## src/verilog/thermal_overload_defines.svh

```systemverilog
// Constants of the thermal overload output stage: reset values, limits, timing
`ifndef THERMAL_OVERLOAD_DEFINES_SVH
`define THERMAL_OVERLOAD_DEFINES_SVH

// Clock rate and program cycle timing
`define CLOCK_MHZ            100
`define PROG_CYCLE_US        5000
`define PROG_CYCLE_CYCLES    (`PROG_CYCLE_US * `CLOCK_MHZ)
// Least lead of blocking before the operate delay expires
`define BLOCK_LEAD_MS        5
`define BLOCK_LEAD_CYCLES    (`BLOCK_LEAD_MS * 1000 * `CLOCK_MHZ)

// Threshold reset values, in 0.1 % of thermal capacity
`define ALARM1_LEVEL_RST     16'h0190
`define ALARM2_LEVEL_RST     16'h0190
`define INHIBIT_LEVEL_RST    16'h0320
`define TRIP_LEVEL_RST       16'h03e8
`define LEVEL_MAX            16'h05dc

// Extra trip delay, in program cycles of 5 ms
`define TRIP_DELAY_RST       20'h00000
`define TRIP_DELAY_MAX       20'hafc80

// Factor settings, in units of 0.01, and ambient temperature reset values
`define FACTOR_UNITY         16'h0064
`define FACTOR_MIN           16'h0001
`define FACTOR_MAX           16'h01f4
`define AMB_MAX_TEMP_RST     16'h002d
`define AMB_MIN_TEMP_RST     16'h0000

// Load classes, current in 0.001 x nominal
`define LIGHT_LOAD_LIMIT     16'h000a
`define HIGH_OVERLOAD_LIMIT  16'h07d0

`endif

```

## src/verilog/thermal_overload_pkg.sv

```systemverilog
// Types shared by the thermal overload output stage
package thermal_overload_pkg;

  // Reported operating condition
  typedef enum logic [2:0] {
    cond_normal,
    cond_alarm1_on,
    cond_alarm2_on,
    cond_inhibit_on,
    cond_trip_on,
    cond_blocked
  } operating_condition_e;

  // Reported load class
  typedef enum logic [1:0] {
    load_light,
    load_normal,
    load_overloading,
    load_high_overload
  } load_class_e;

  // One parameter set of the stage
  typedef struct packed {
    logic               en_alarm1;
    logic               en_alarm2;
    logic               en_inhibit;
    logic               en_trip;
    logic [15:0]        alarm1_level;
    logic [15:0]        alarm2_level;
    logic [15:0]        restart_inhibit_threshold;
    logic [15:0]        trip_level;
    logic [19:0]        extra_trip_delay;
    logic [15:0]        service_factor;
    logic [15:0]        k_max_amb;
    logic [15:0]        k_min_amb;
    logic signed [15:0] max_amb_temp;
    logic signed [15:0] min_amb_temp;
    logic [15:0]        nominal_scale;
  } settings_s;

  // Setting fault flags, each high only while its fault stands
  typedef struct packed {
    logic service_factor_fault;
    logic ambient_fault;
    logic nominal_current_fault;
    logic ambient_k_inconsistent;
  } setting_fault_flag_s;

  // Factors actually used after fallback to unity
  typedef struct packed {
    logic [15:0] service_factor;
    logic [15:0] k_max_amb;
    logic [15:0] k_min_amb;
    logic [15:0] nominal_scale;
  } used_factors_s;

  // Protection outputs towards the I/O logic
  typedef struct packed {
    logic alarm1;
    logic alarm2;
    logic restart_inhibit;
    logic trip;
    logic start;
    logic blocked;
  } stage_outputs_s;

endpackage

```

## src/verilog/setting_check.sv

```systemverilog
// Range check of one factor setting with fallback to a fixed value
`timescale 1ns/10ps
module setting_check #(
  parameter int          WIDTH    = 16,
  parameter logic [15:0] LO       = 16'h0001,
  parameter logic [15:0] HI       = 16'h01f4,
  parameter logic [15:0] FALLBACK = 16'h0064
) (
  // Setting under test
  input  wire logic [WIDTH-1:0] value,
  // Verdict and value to use
  output      logic             fault,
  output      logic [WIDTH-1:0] used
);

  // Out of range values are replaced, never clamped, so the fault is obvious
  assign fault = (value < LO[WIDTH-1:0]) || (value > HI[WIDTH-1:0]);
  assign used  = fault ? FALLBACK[WIDTH-1:0] : value;

  // Refuse widths the limit constants cannot describe
  if (WIDTH < 1 || WIDTH > 16) begin : g_width_check
    $error("setting_check: WIDTH must be 1 to 16");
  end

endmodule // setting_check

```

## src/verilog/thermal_overload_stage.sv

```systemverilog
// Output and supervision stage of the thermal overload protection
`timescale 1ns/10ps
`include "thermal_overload_defines.svh"

module thermal_overload_stage #(
  parameter int          PROG_CYCLE_CYCLES = `PROG_CYCLE_CYCLES,
  parameter int          DELAY_WIDTH       = 20,
  parameter int          VALUE_WIDTH       = 16
) (
  // Clock and reset
  input  wire logic                                        clock,
  input  wire logic                                        rst_n,
  // Thermal image results, same clock domain
  input  wire logic [VALUE_WIDTH-1:0]                      thermal_capacity,
  input  wire logic [VALUE_WIDTH-1:0]                      measured_current,
  input  wire logic [VALUE_WIDTH-1:0]                      pickup_current,
  // Active setting group, same clock domain
  input  wire thermal_overload_pkg::settings_s             settings,
  // Blocking from the blocking matrix, asynchronous pin
  input  wire logic                                        block_in,
  // Protection outputs
  output      thermal_overload_pkg::stage_outputs_s        outputs,
  // Status reporting
  output      thermal_overload_pkg::operating_condition_e  operating_condition,
  output      thermal_overload_pkg::load_class_e           load_class,
  output      thermal_overload_pkg::setting_fault_flag_s   setting_fault_flag,
  output      thermal_overload_pkg::used_factors_s         used_factors,
  output      logic [DELAY_WIDTH-1:0]                      trip_delay_count,
  output      logic                                        program_tick
);

  // Pick-up sequencing states
  typedef enum logic [1:0] {
    st_idle,
    st_started,
    st_blocked
  } pickup_state_e;

  localparam int TICK_WIDTH = 20;

  // Elaboration check of the parameters
  if (PROG_CYCLE_CYCLES < 2 || PROG_CYCLE_CYCLES > (2 ** TICK_WIDTH)) begin : g_cycle_check
    $error("thermal_overload_stage: PROG_CYCLE_CYCLES out of range");
  end
  if (DELAY_WIDTH < 20 || VALUE_WIDTH != 16) begin : g_width_check
    $error("thermal_overload_stage: unsupported DELAY_WIDTH or VALUE_WIDTH");
  end

  localparam logic [TICK_WIDTH-1:0] TICK_LAST = TICK_WIDTH'(PROG_CYCLE_CYCLES - 1);

  // Program cycle timebase
  logic [TICK_WIDTH-1:0] tick_count;
  logic [TICK_WIDTH-1:0] next_tick_count;
  wire                   tick_wrap = (tick_count == TICK_LAST);

  assign next_tick_count = tick_wrap ? '0 : TICK_WIDTH'(tick_count + 1'b1);

  // Free running divider; every decision except the setting supervision, which runs every clock, is taken on its wrap
  always_ff @(posedge clock or negedge rst_n) begin
    if (!rst_n) begin
      tick_count   <= '0;
      program_tick <= 1'b0;
    end else begin
      tick_count   <= next_tick_count;
      program_tick <= tick_wrap;
    end
  end

  // Blocking input: synchroniser, then one sample per program cycle
  logic block_meta;
  logic block_sync;
  logic block_sampled;

  // Two stages against metastability; first stage read only by the second
  always_ff @(posedge clock or negedge rst_n) begin
    if (!rst_n) begin
      block_meta <= 1'b0;
      block_sync <= 1'b0;
    end else begin
      block_meta <= block_in;
      block_sync <= block_meta;
    end
  end

  // Blocking is frozen for the whole program cycle so one cycle sees one value
  always_ff @(posedge clock or negedge rst_n) begin
    if (!rst_n) begin
      block_sampled <= 1'b0;
    end else if (tick_wrap) begin
      block_sampled <= block_sync;
    end
  end

  // Setting group capture
  thermal_overload_pkg::settings_s active;

  localparam thermal_overload_pkg::settings_s SETTINGS_RST = '{
    en_alarm1                 : 1'b0,
    en_alarm2                 : 1'b0,
    en_inhibit                : 1'b0,
    en_trip                   : 1'b0,
    alarm1_level              : `ALARM1_LEVEL_RST,
    alarm2_level              : `ALARM2_LEVEL_RST,
    restart_inhibit_threshold : `INHIBIT_LEVEL_RST,
    trip_level                : `TRIP_LEVEL_RST,
    extra_trip_delay          : `TRIP_DELAY_RST,
    service_factor            : `FACTOR_UNITY,
    k_max_amb                 : `FACTOR_UNITY,
    k_min_amb                 : `FACTOR_UNITY,
    max_amb_temp              : `AMB_MAX_TEMP_RST,
    min_amb_temp              : `AMB_MIN_TEMP_RST,
    nominal_scale             : `FACTOR_UNITY
  };

  // A group change is taken at a cycle boundary, never in mid evaluation
  always_ff @(posedge clock or negedge rst_n) begin
    if (!rst_n) begin
      active <= SETTINGS_RST;
    end else if (tick_wrap) begin
      active <= settings;
    end
  end

  // Delay beyond the documented maximum is clamped to it
  wire [DELAY_WIDTH-1:0] delay_limit =
    (active.extra_trip_delay > `TRIP_DELAY_MAX) ? DELAY_WIDTH'(`TRIP_DELAY_MAX)
                                                : DELAY_WIDTH'(active.extra_trip_delay);

  // Threshold comparisons
  wire alarm1_cmp  = active.en_alarm1 &&
                     (thermal_capacity >= active.alarm1_level);
  wire alarm2_cmp  = active.en_alarm2 &&
                     (thermal_capacity >= active.alarm2_level);
  wire inhibit_cmp = active.en_inhibit &&
                     (thermal_capacity >= active.restart_inhibit_threshold);
  wire pickup      = active.en_trip &&
                     (thermal_capacity >= active.trip_level);

  // Pick-up, blocking and extra trip delay sequencing
  pickup_state_e         state;
  pickup_state_e         next_state;
  logic [DELAY_WIDTH-1:0] next_count;
  logic                  next_trip;

  // Decided on each program cycle wrap; idle cycles only hold
  always_comb begin
    next_state = state;
    next_count = trip_delay_count;
    case (state)
      st_idle: begin
        next_count = '0;
        if (pickup && !block_sampled) begin
          next_state = st_started;
        end else if (pickup && block_sampled) begin
          next_state = st_blocked;
        end
      end
      st_started: begin
        if (!pickup) begin
          next_state = st_idle;
          next_count = '0;
        end else if (block_sampled) begin
          next_state = st_blocked;
          next_count = '0;
        end else if (trip_delay_count < delay_limit) begin
          next_count = DELAY_WIDTH'(trip_delay_count + 1'b1);
        end
      end
      st_blocked: begin
        // Nothing is timed here; leave once pick-up or blocking is gone
        next_count = '0;
        if (!pickup || !block_sampled) begin
          next_state = st_idle;
        end
      end
      default: begin
        next_state = st_idle;
        next_count = '0;
      end
    endcase
  end

  // Zero delay trips in the same cycle that start is raised
  assign next_trip = (next_state == st_started) && (next_count >= delay_limit);

  always_ff @(posedge clock or negedge rst_n) begin
    if (!rst_n) begin
      state            <= st_idle;
      trip_delay_count <= '0;
    end else if (tick_wrap) begin
      state            <= next_state;
      trip_delay_count <= next_count;
    end
  end

  // Protection outputs, updated once per program cycle
  thermal_overload_pkg::stage_outputs_s next_outputs;

  assign next_outputs.alarm1          = alarm1_cmp;
  assign next_outputs.alarm2          = alarm2_cmp;
  assign next_outputs.restart_inhibit = inhibit_cmp;
  assign next_outputs.trip            = next_trip;
  assign next_outputs.start           = (next_state == st_started);
  assign next_outputs.blocked         = (next_state == st_blocked);

  always_ff @(posedge clock or negedge rst_n) begin
    if (!rst_n) begin
      outputs <= '0;
    end else if (tick_wrap) begin
      outputs <= next_outputs;
    end
  end

  // Operating condition, most severe first
  thermal_overload_pkg::operating_condition_e next_condition;

  // Normal is reported only when no output other than start is driven
  assign next_condition =
    next_outputs.trip            ? thermal_overload_pkg::cond_trip_on    :
    next_outputs.blocked         ? thermal_overload_pkg::cond_blocked    :
    next_outputs.restart_inhibit ? thermal_overload_pkg::cond_inhibit_on :
    next_outputs.alarm2          ? thermal_overload_pkg::cond_alarm2_on  :
    next_outputs.alarm1          ? thermal_overload_pkg::cond_alarm1_on  :
                                   thermal_overload_pkg::cond_normal;

  always_ff @(posedge clock or negedge rst_n) begin
    if (!rst_n) begin
      operating_condition <= thermal_overload_pkg::cond_normal;
    end else if (tick_wrap) begin
      operating_condition <= next_condition;
    end
  end

  // Load classification from the measured current
  thermal_overload_pkg::load_class_e next_load;
  wire is_light = (measured_current < `LIGHT_LOAD_LIMIT);
  wire is_high  = (measured_current > `HIGH_OVERLOAD_LIMIT);
  wire is_over  = (measured_current > pickup_current);

  // Light wins over the rest so a current below the light limit never reads as overload, even with a zero pick-up
  assign next_load =
    is_light ? thermal_overload_pkg::load_light         :
    is_high  ? thermal_overload_pkg::load_high_overload :
    is_over  ? thermal_overload_pkg::load_overloading   :
               thermal_overload_pkg::load_normal;

  always_ff @(posedge clock or negedge rst_n) begin
    if (!rst_n) begin
      load_class <= thermal_overload_pkg::load_light;
    end else if (tick_wrap) begin
      load_class <= next_load;
    end
  end

  // Setting supervision with fallback to unity
  logic        sf_fault;
  logic        kmax_fault;
  logic        kmin_fault;
  logic        nom_fault;
  logic [15:0] sf_used;
  logic [15:0] kmax_used;
  logic [15:0] kmin_used;
  logic [15:0] nom_used;

  setting_check #(
    .WIDTH    (16),
    .LO       (`FACTOR_MIN),
    .HI       (`FACTOR_MAX),
    .FALLBACK (`FACTOR_UNITY)
  ) u_check_sf (
    .value (active.service_factor),
    .fault (sf_fault),
    .used  (sf_used)
  );

  setting_check #(
    .WIDTH    (16),
    .LO       (`FACTOR_MIN),
    .HI       (`FACTOR_MAX),
    .FALLBACK (`FACTOR_UNITY)
  ) u_check_kmax (
    .value (active.k_max_amb),
    .fault (kmax_fault),
    .used  (kmax_used)
  );

  setting_check #(
    .WIDTH    (16),
    .LO       (`FACTOR_MIN),
    .HI       (`FACTOR_MAX),
    .FALLBACK (`FACTOR_UNITY)
  ) u_check_kmin (
    .value (active.k_min_amb),
    .fault (kmin_fault),
    .used  (kmin_used)
  );

  setting_check #(
    .WIDTH    (16),
    .LO       (`FACTOR_MIN),
    .HI       (`FACTOR_MAX),
    .FALLBACK (`FACTOR_UNITY)
  ) u_check_nom (
    .value (active.nominal_scale),
    .fault (nom_fault),
    .used  (nom_used)
  );

  // Either ambient factor bad forces both to unity, keeping the curve flat
  wire amb_fault    = kmax_fault || kmin_fault;
  wire amb_inconsis = (active.max_amb_temp <= active.min_amb_temp);

  thermal_overload_pkg::setting_fault_flag_s next_flags;
  thermal_overload_pkg::used_factors_s       next_used;

  assign next_flags.service_factor_fault   = sf_fault;
  assign next_flags.ambient_fault          = amb_fault;
  assign next_flags.nominal_current_fault  = nom_fault;
  assign next_flags.ambient_k_inconsistent = amb_inconsis;

  assign next_used.service_factor = sf_used;
  assign next_used.k_max_amb      = amb_fault ? `FACTOR_UNITY : kmax_used;
  assign next_used.k_min_amb      = amb_fault ? `FACTOR_UNITY : kmin_used;
  assign next_used.nominal_scale  = nom_used;

  // Flags follow the fault every cycle; nothing latches them
  always_ff @(posedge clock or negedge rst_n) begin
    if (!rst_n) begin
      setting_fault_flag <= '0;
      used_factors       <= '{default: `FACTOR_UNITY};
    end else begin
      setting_fault_flag <= next_flags;
      used_factors       <= next_used;
    end
  end

  // The blocking source owes a lead of BLOCK_LEAD_MS; a late block is
  // only sampled at the next program cycle wrap and acted on at the wrap after that

endmodule // thermal_overload_stage

```

## config.mk

```make
export PLATFORM = sky130hd
export DESIGN_NAME = thermal_overload_stage
export DESIGN_NICKNAME = d
export VERILOG_FILES = /design/src/verilog/thermal_overload_pkg.sv /design/src/verilog/setting_check.sv /design/src/verilog/thermal_overload_stage.sv
export VERILOG_INCLUDE_DIRS = /design/src /design/src/verilog
export SDC_FILE = /design/constraint.sdc
export NUM_CORES = 1
export LEC_CHECK = 0
export BUFFER_PORTS_ARGS = -buffer_cell sky130_fd_sc_hd__buf_2
export CAP_MARGIN = 20
export CORE_MARGIN = 3
export CORE_UTILIZATION = 50
export CTS_CLUSTER_DIAMETER = 60
export DETAILED_ROUTE_END_ITERATION = 6
export PLACE_DENSITY_LB_ADDON = 0.1
export SYNTH_ARGS = -nofsm -noshare
export SYNTH_HDL_FRONTEND = slang
export SYNTH_SLANG_ARGS = --single-unit
```

## constraint.sdc

```tcl
create_clock -name clock -period 7.45 [get_ports clock]
set_clock_uncertainty 0.15 [all_clocks]
set_input_delay 0 -clock clock [delete_from_list [all_inputs] [get_ports clock]]
set_output_delay 0 -clock clock [all_outputs]
set_load 0.005 [all_outputs]
```

Word level (Yosys, flattened, before mapping):

Cells that the tools add are included.

* bits of input ports: 235
* bits in registers: 309
* output and inout port bits: 100
* word-level logic and storage cells: 106

* reduce and logical (&&, ||, !) cells: 16
* equal/unequal tests: 5
* $add $sub $neg: 2
* magnitude comparators: 19
* muxes and demuxes: 26

Operators by type and width (count)
* 20-bit two-way mux: 6
* 16-bit two-way mux: 6
* 16-bit greater-or-equal comparator: 4
* 16-bit by 9-bit greater-than comparator with 1-bit output, second input constant: 4
* 16-bit by 1-bit < comparator with 1-bit output, second input constant: 4
* 20-bit by 1-bit adder with 20-bit output, second input constant: 2
* 20-bit by 19-bit == test with 1-bit output, second input constant: 1
* 20-bit greater-or-equal comparator: 1
* 20-bit greater-than comparator, second input constant: 1
* 20-bit < comparator: 1
* 2-bit two-way mux: 10
* 16-bit by 11-bit greater-than comparator with 1-bit output, second input constant: 1
* 16-bit greater-than comparator: 1
* 16-bit <= comparator: 1
* 16-bit by 4-bit < comparator with 1-bit output, second input constant: 1
* 1-bit logical AND: 7
* 1-bit logical OR: 6
* 3-bit two-way mux: 2
* 2-bit one-hot mux with 3 select lines: 1
* 2-bit by 1-bit == test with 1-bit output, second input constant: 2
* 2-bit == test, second input constant: 2
* 1-bit logical NOT: 2
* 2-bit logical NOT: 1
* 1-bit two-way mux: 1

Logic depth before layout (Yosys ltp):

Gate-level depths: netlist of the first run.

* depth in word-level cells: 10
* depth in mapped cells: 23
* depth with buffers taken out: 21

By module:

Synthesis of the first run repeated with hierarchy kept, for this count alone.

* cells, all modules: 1731
* area, all modules: 16036.6 um2

Modules (own cells, without submodules)
* thermal_overload_stage: times used 1, cells an instance 1623, area an instance 15245.9 um2, seq. area each 7786.2 um2
* setting_check: times used 4, cells an instance 27, area an instance 197.7 um2, seq. area each 0.0 um2

Least setup slack after synthesis of the first run:

Ideal clock, no wire load.

* kind: register -> register
* from: reg active[112] (netlist name)
* to: reg operating_condition[0]
* data arrival time: 4.771 ns
* setup time: 0.067 ns
* buffers on the path: 1
* data required time: 7.233 ns
* slack: 2.462 ns
* clock period less this slack: 4.988 ns
* cell stages (with the launch flop): 23
* cell sequence: dfrtp_1 nand4b_1 nor4_2 nor2_1 a41oi_1 nor2_1 ha_1 a21oi_1 o21ai_0 a221oi_2 o21ai_0 and2_1 buf_4 o311ai_0 o21ai_0 ha_1 a21o_1 a21o_1 a2111oi_0 o21ai_0 nand3_1 o311ai_0 nand2_1

* longest elaborated chain between the ends: 10

RTL lines
* start: declaration: RTL line thermal_overload_stage.sv:95 `thermal_overload_pkg::settings_s active;`
* start signal: assignment: RTL line thermal_overload_stage.sv:120 `active <= settings;`
* 20-bit greater-than comparator (no source line)
* 20-bit two-way mux (*): RTL line thermal_overload_stage.sv:126 `` (active.extra_trip_delay > `TRIP_DELAY_MAX) ? DELAY_WIDTH'(`TRIP_DELAY_MAX) ``
* 20-bit < comparator (*): RTL line thermal_overload_stage.sv:165 `end else if (trip_delay_count < delay_limit) begin`
* 20-bit two-way mux (*): RTL line thermal_overload_stage.sv:165
* 20-bit two-way mux (*): RTL line thermal_overload_stage.sv:162 `end else if (block_sampled) begin`
* 20-bit two-way mux (*): RTL line thermal_overload_stage.sv:159 `if (!pickup) begin`
* 20-bit two-way mux (*): RTL line thermal_overload_stage.sv:149 `case (state)`
* named net next_count[12]: RTL line thermal_overload_stage.sv:142 `logic [DELAY_WIDTH-1:0] next_count;`
* 20-bit greater-or-equal comparator (*): RTL line thermal_overload_stage.sv:184 `assign next_trip = (next_state == st_started) && (next_count >= delay_limit);`
* 1-bit logical AND (*): RTL line thermal_overload_stage.sv:184
* 3-bit two-way mux (*): RTL line thermal_overload_stage.sv:219 `next_outputs.trip ? thermal_overload_pkg::cond_trip_on :`
* end signal: assignment: RTL line thermal_overload_stage.sv:228 `operating_condition <= thermal_overload_pkg::cond_normal;`
* end signal: assignment: RTL line thermal_overload_stage.sv:230 `operating_condition <= next_condition;`
* end: declaration: RTL line thermal_overload_stage.sv:24 `output thermal_overload_pkg::operating_condition_e operating_condition,`

The timed path passes the listed nets; every way through them passes the cells marked *.
A chain may end at the register's enable or synchronous reset.

Worst setup path in the final report of the first run:

Same ends and word-level chain as after synthesis.

==> results of run 1 <==
## routing by layer
metal / vias up / wire, microns / part of all wire [%] / global-route usage, %
met5: - / 0 / 0 / 0
met2: 404 / 21600 / 50 / 44.8
met4: 0 / 1330 / 3.1 / 8.14
li1: 6731 / - / - / -
met3: 102 / 2240 / 5.1 / 3.93
met1: 6565 / 18400 / 42 / 33.4
## final timing paths
check	start	to	cells after the start
max in group asynchronous	rst_n	active[83]$_DFFE_PN0P_	4
worst max register to register	active[112]$_DFFE_PN0P_	operating_condition[0]$_DFFE_PN0P_	21
worst max-delay path	active[112]$_DFFE_PN0P_	operating_condition[0]$_DFFE_PN0P_	21
worst min-delay path	block_in	block_meta$_DFF_PN0_	2
worst min register to register	block_meta$_DFF_PN0_	block_sync$_DFF_PN0_	0
min in group asynchronous	rst_n	outputs[1]$_DFFE_PN0P_	3
## kinds of logic (layout without fill, tap and decap cells)
kind of cell	Yosys count	count (layout)	share of synthesized area, %
xor gates and xnor gates	29	29	1.64
DFF	309	309	50.2
other	1	30	0.0242
and+or+nand+nor	773	773	22.0
AOI/OAI and AO/OA	262	262	10.4
adders and majority gates	137	137	11.1
muxes	3	3	0.202
buffers and inverters	171	719	4.47
## cells in the mapped netlist (6+ instances only)
library cell  instances  share of area [%]
a211oi_1             10               0.48
a21o_1               14               0.68
a21oi_1              49                1.6
a22o_1                8               0.45
and2_1               25                1.0
and3_1               17               0.69
buf_2                25               0.81
clkbuf_1             26               0.63
dfrtp_1             266                 43
dfstp_2              43                7.3
ha_1                137                 11
inv_1               111                2.7
nand2_1             500                 12
nand2b_1             18               0.73
nand3_1              36                1.2
nand4_1              24               0.97
nor2_1               74                1.8
nor2b_1              10               0.40
nor3_1               12               0.39
nor4_1               20               0.81
o211ai_1              6               0.29
o21ai_0             127                4.1
or4_1                13               0.63
xnor2_1              18                1.0
xor2_1               11               0.62
## sequential cells by signal, summed over array words and instances (netlist names)
register	count
active	184
block_meta	1
block_sampled	1
block_sync	1
load_class	2
operating_condition	3
outputs	6
program_tick	1
setting_fault_flag	4
state	2
tick_count	20
trip_delay_count	20
used_factors	64
## worst max-delay path: cells and delay by family, from the launching register on
kind / cells / cell delay, ns
DFF: 1 / 0.40
AOI/OAI and AO/OA: 12 / 3.31
and+or+nand+nor: 7 / 1.69
adders and majority gates: 2 / 0.57
## layout by cell type, fill, tap and decap left out, types with 10 or more instances in the layout
cell type and instances:
and3_1 17, xnor2_1 18, dfrtp_1 266, a21o_1 14, nor2b_1 10, nor4_1 19
nor2_1 74, a211oi_1 10, inv_1 111, nand3_1 36, nand2_1 500, ha_1 137
buf_2 333, clkbuf_1 10, clkbuf_16 39, o21ai_0 127, dfstp_2 43, conb_1 28
or4_1 12, nand4_1 24, xor2_1 11, nand2b_1 18, nor3_1 12, dlygate4sd3_1 195
a21oi_1 49, and2_1 25
## final cells by class
cell class	instances	share of cell area, %
Sequential cell	309	37.3
Multi-Input combinational cell	1232	34.2
Timing Repair Buffer	540	18.0
Clock buffer	56	5.32
Tap cell	390	2.34
Inverter	112	2.04
Clock inverter	11	0.833
Antenna cell	2	0.0240
## stage by stage
| step | power [W] | hold slack (ns) | instances | utilization [%] | instance area (sq um) |
|---|---|---|---|---|---|
| final | 0.00381 | 0.0403 | 2652 | 69.3 | 20900 |
| after global routing | 0.00394 | 0.0286 | 2651 | 69.3 | 20900 |
| after CTS | 0.00385 | 0.0167 | 2648 | 69.2 | 20800 |
| after detailed placement | 0.00188 | -0.0841 | 2385 | 58.4 | 17600 |
| after global placement | 0.00188 | -0.0822 | 2385 | 58.4 | 17600 |
| after floorplan | 0.00176 | -0.446 | 1712 | - | 15600 |
## power by group
part           leakage (nW)  internal (W)  switching, W  total, W
Combinational          6.63      0.000137      0.000110  0.000247
Sequential             3.17       0.00169    0.00000190   0.00169
Clock                 0.622       0.00117      0.000697   0.00187
==> results.ini, run 1 <==
[timing]
fin_tns_setup_ns=0
slew_headroom_pct=32.1
setup_viol=0
setup_ws_ns=1.25
rsz0062_at_grt=false
period_share_pct=83.3
finalHoldViolCount=0
worst_pin_slew_ns=1.02
fin_crit_ns=6.20
slew_viol_final=0
max_freq_mhz=161

[synthesis]
ys_warn_count=0
synth_cells=1685
synth_edf_count=0
avgSynthCellArea_sq_um=9.20
netlist_area_sq_mm=0.0155
seq_area_frac_synth_pct=50.2
synth_seq_cells=309
synthArstFlopShare_pct=100
synth_flop_cell=dfrtp_1
synth_cell_types=67

[critical_path]
ff2ff_setup_slack_ns=1.25
cpPeakStageDelay_ns=0.56
crit_fanout=20
required_ns=7.74
cpMaxStageDelayCell=a41oi_1
cp-start-kind=register
critical_path_class=reg2reg
critPathArrivalTime_ns=6.50
worstSetupEndpointType=register
path_cells=nand4b_1, nor4_2, nor2_1, a41oi_1, nor2_1, ha_1, a21oi_1, o21ai_0, a221oi_2, o311ai_2, and2_1, o311ai_0, o21ai_0, ha_1, a21o_1, a21o_1, a2111oi_0, o21ai_0, nand3_1, o311ai_0, nand2_1
cp_common_cell=o21ai_0

[finish]
syn2layout_area_growth_pct=34.7
multi_input_area_sq_mm=0.00714
fillers=2279
fin_nets=2604
drive_above_1_share_pct=20.4
regArea_sq_mm=0.00779

[routing]
via_per_inst=5.20
via_count=13800
drc=0
wl_microns=43500
dr.first_iter.drc_count=777
ant_nets=0
firstDrtPassIters=5
wl_per_cell_microns=16.4

[clock_tree]
postCtsHoldBufs=196
cts_buffers=37
clk_pin_slew_worst_paths_ns=0.06
clock-sinks=309
cts_tree=built
cts_root_buffer=clkbuf_16
cts_setup_buffers=0
cts_resized=0
clock_path_buffers=3
cts-htree-levels=2
clk_latency_ns=0.51

[die]
coreArea_sq_mm=0.0301
initial_utilization_pct=51.5
die_w_microns=182
fp.dieArea_sq_mm=0.0332
ios=335
die_h_microns=182
rows=63

[pwr]
leakage_nw=10.4
p_per_area_mw_per_mm2=182
peakVddDrop_v=0.000164

[place]
port_buffers=334
dp.final_hpwl_microns=29300
dp_slack_ns=1.26
globalplace.congestion=0.913

[global_routing]
grt_max_degree=121
grt_pass1_wl_microns=70600
grt_overflow_total=0
track_usage_pct=25.8
grt_pass1_vias=14000
grt_antenna_before_repair=1

[flow_run]
drv_cap=0

[min_path]
hold_path_class=in2reg

[run_status]
status=complete, no violations

Power figures use the tool's default switching activity.
==> inputs of run 2 (changes only) <==
--- a/config.mk
+++ b/config.mk
@@ -6,6 +6,7 @@
 export SDC_FILE = /design/constraint.sdc
 export NUM_CORES = 1
 export LEC_CHECK = 0
+export ABC_AREA = 1
 export BUFFER_PORTS_ARGS = -buffer_cell sky130_fd_sc_hd__buf_2
 export CAP_MARGIN = 20
 export CORE_MARGIN = 3
==> constraint.sdc (replaced) <==
create_clock -name clock -period 5.05 [get_ports clock]
set_clock_uncertainty 0.15 [all_clocks]
set_input_delay 0 -clock clock [delete_from_list [all_inputs] [get_ports clock]]
set_output_delay 0 -clock clock [all_outputs]
set_load 0.005 [all_outputs]
==> run 2 against run 1 <==
  * Non-clock buffer count increased by 3
  * Combinational power up 140%
  * Sequential power is 52% higher
  * Via count increased by 3.7%
  * Sequential cell count is the same
  * Sequential share of layout area is 0.37 points lower
  * Critical path depth rose by 6
  * Area after synthesis rose by 1.9%
  * Clock power rose by 41%
  * Largest power group unchanged
==> results.ini, run 2 <==
[routing]
via_count=14300
wl_per_cell_microns=15.7
wl_microns=44400
drc=0
dr.first_iter.drc_count=709
ant_nets=0
firstDrtPassIters=5
via_per_inst=5.06

[place]
port_buffers=334
postPlaceCellArea_sq_mm=0.0179
dp.cells=2563
dp.final_hpwl_microns=30300
globalplace.congestion=0.900

[timing]
period_share_pct=86.8
rsz0062_at_grt=false
worst_pin_slew_ns=1.02
slew_viol_final=0
fin_crit_ns=4.38
slew_headroom_pct=31.9
setup_viol=0
fin_tns_setup_ns=0
finalHoldViolCount=0
max_freq_mhz=228

[die]
ios=335
initial_utilization_pct=51.1
die_w_microns=184
rows=64
fp.dieArea_sq_mm=0.0338
die_h_microns=184
coreArea_sq_mm=0.0309

[finish]
mostFrequentLayoutCell=nand2_1
mostFrequentLayoutCells=nand2_1 (442), buf_2 (333), dfrtp_1 (266)
drive_above_1_share_pct=19.7
largest_register_ffs=184
instances_no_fill=2826
top_regs=active (184), used_factors (64)
syn2layout_area_growth_pct=33.4
regMostFlops=active
design_area_sq_mm=0.0211
fin_nets=2773
final_util_pct=68.2

[synthesis]
synth.top_cells.by_count=nand2_1 (443), dfrtp_1 (266), nor2_1 (215), inv_1 (212), a21oi_1 (203)
synthXorXnorAreaFrac_pct=1.55
synthAdderAreaFrac_pct=10.8
synth_cell_types=44
ys_warn_count=0
synth_top_family_by_area=simple AND/OR/NAND/NOR gates
synth_mux_area_share_pct=0
avgSynthCellArea_sq_um=8.53
yosys.area.top_type=dfrtp_1
synth_flop_cell=dfrtp_1
yosys.area_share.simple_pct=22.7
synth.most_common_cell=nand2_1
synth_compound_area_share_pct=8.51
synth_edf_count=0
yosys-top-cells-area=dfrtp_1 (42%), ha_1 (11%), nand2_1 (11%)
synth_cells=1852
netlist_area_sq_mm=0.0158
yosysTopAreaCellShare_pct=42.1
seq_area_frac_synth_pct=49.3
synth_seq_cells=309
synthArstFlopShare_pct=100

[critical_path]
worstSetupEndpointType=register
critPathArrivalTime_ns=4.67
cp-start-kind=register
required_ns=5.34
r2r_cells=27
crit_fanout=20
critical_path_class=reg2reg

[pwr]
leakage_nw=11.0
p_per_area_mw_per_mm2=275
seqPwrFrac_pct=44.3
pwr-share-comb_pct=10.1
p_sw_share_pct=23.9
p_sw_w=0.00138
pwr-share-clk_pct=45.6
p_int_w=0.00440
peakVddDrop_v=0.000236

[global_routing]
grt_max_degree=112
grt_overflow_total=0
grt_pass1_vias=14500
grt_antenna_before_repair=1
track_usage_pct=26.1
grt_pass1_wl_microns=71700

[min_path]
hold_depth=4
hold_path_class=in2reg

[run_status]
status=complete, no violations

[clock_tree]
clk_pin_slew_worst_paths_ns=0.06
clock_path_buffers=3
clock-sinks=309
cts_tree=built
cts-htree-levels=2
clk_latency_ns=0.53
cts_root_buffer=clkbuf_16
cts_buffers=36

[flow_run]
drv_cap=0

## run 2: cell count changes in the layout (fill, tap and decap cells not counted), moves of 20 or more
cell / change
a21oi_1: +154
nor2_1: +141
inv_1: +101
o21ai_0: -95
nand2_1: -58
nand3_1: +32
and2_1: -25
nor3_1: +20
## run 2: worst paths after layout
check | startpoint | to | slack (ns)
min | settings[36] | active[36]$_DFFE_PN0P_ | 0.06
max reg2reg | active[100]$_DFFE_PN0P_ | operating_condition[0]$_DFFE_PN0P_ | 0.67
min reg2reg | block_meta$_DFF_PN0_ | block_sync$_DFF_PN0_ | 0.20
max in group asynchronous | rst_n | active[90]$_DFFE_PN0P_ | 3.02
max | active[100]$_DFFE_PN0P_ | operating_condition[0]$_DFFE_PN0P_ | 0.67
min in group asynchronous | rst_n | trip_delay_count[0]$_DFFE_PN0P_ | 0.49
## run 2: what timing repair did
item / CTS / global route
resized for setup: 0 / 1
hold endpoints to repair: 297 / 0
buffers inserted: 0 / 0
endpoints found under the setup margin: 0 / 3
hold buffers: 196 / 0
## run 2: critical path: stages (launching register included)
cell and delay [ns]:
dfrtp_1 0.38, inv_1 0.08, nand2_1 0.05, nor3_1 0.20, nand3_1 0.11, nand2_1 0.10, clkinv_1 0.24, nor2_1 0.24
ha_1 0.28, a21oi_1 0.16, o21ai_0 0.10, nand2_1 0.07, o211ai_1 0.09, nor2_1 0.19, nand2_2 0.28, nand2_1 0.17
nand2_1 0.06, nor2_1 0.09, ha_1 0.25, a21oi_1 0.14, nor3_1 0.06, a211oi_1 0.18, o21ai_0 0.11, nand2_1 0.07
nand4_1 0.12, a21oi_1 0.21, nand2_1 0.07, nand2_1 0.06
## run 2: through the flow
stage | hold WS (ns) | worst slack (ns) | total power (W)
3_5_place_dp | -0.0552 | 0.534 | 0.00307
4_1_cts | 0.00839 | 0.470 | 0.00584
3_3_place_gp | -0.0485 | 0.642 | 0.00305
2_1_floorplan | -0.446 | 1.19 | 0.00282
6_report | 0.0575 | 0.666 | 0.00579
5_1_grt | 0.0337 | 0.177 | 0.00604
## run 2: cell type report
cell class / count / area, sq um
Antenna cell: 1 / 2.50
Inverter: 218 / 818
Fill cell: 2453 / 9830
Clock buffer: 49 / 970
Timing Repair Buffer: 543 / 3750
Clock inverter: 17 / 234
Tap cell: 396 / 495
Sequential cell: 309 / 7790
Multi-Input combinational cell: 1293 / 7020
## run 2: cell families (layout without fill, tap and decap cells)
kind of cell	Yosys count	after routing
DFF	309	309
buffers and inverters	277	827
other	1	29
and+or+nand+nor	842	842
xor gates and xnor gates	28	28
adders and majority gates	137	137
AOI/OAI and AO/OA	258	258
## run 2: power groups by stage
stage               sequential (W)  combinational, W  clock [W]
finish                     0.00257          0.000585    0.00264
global route               0.00257          0.000664    0.00281
CTS                        0.00256          0.000579    0.00270
detailed placement         0.00261          0.000461          0
global placement           0.00261          0.000447          0
floorplan                  0.00261          0.000217          0
## run 2: layer usage
layer | wire (microns) | share of wire (%) | track usage, %
met1 | 18500 | 42 | 33.2
met2 | 21800 | 49 | 45.5
met3 | 2840 | 6.4 | 5.30
met4 | 1330 | 3.0 | 7.74
met5 | 0 | 0 | 0
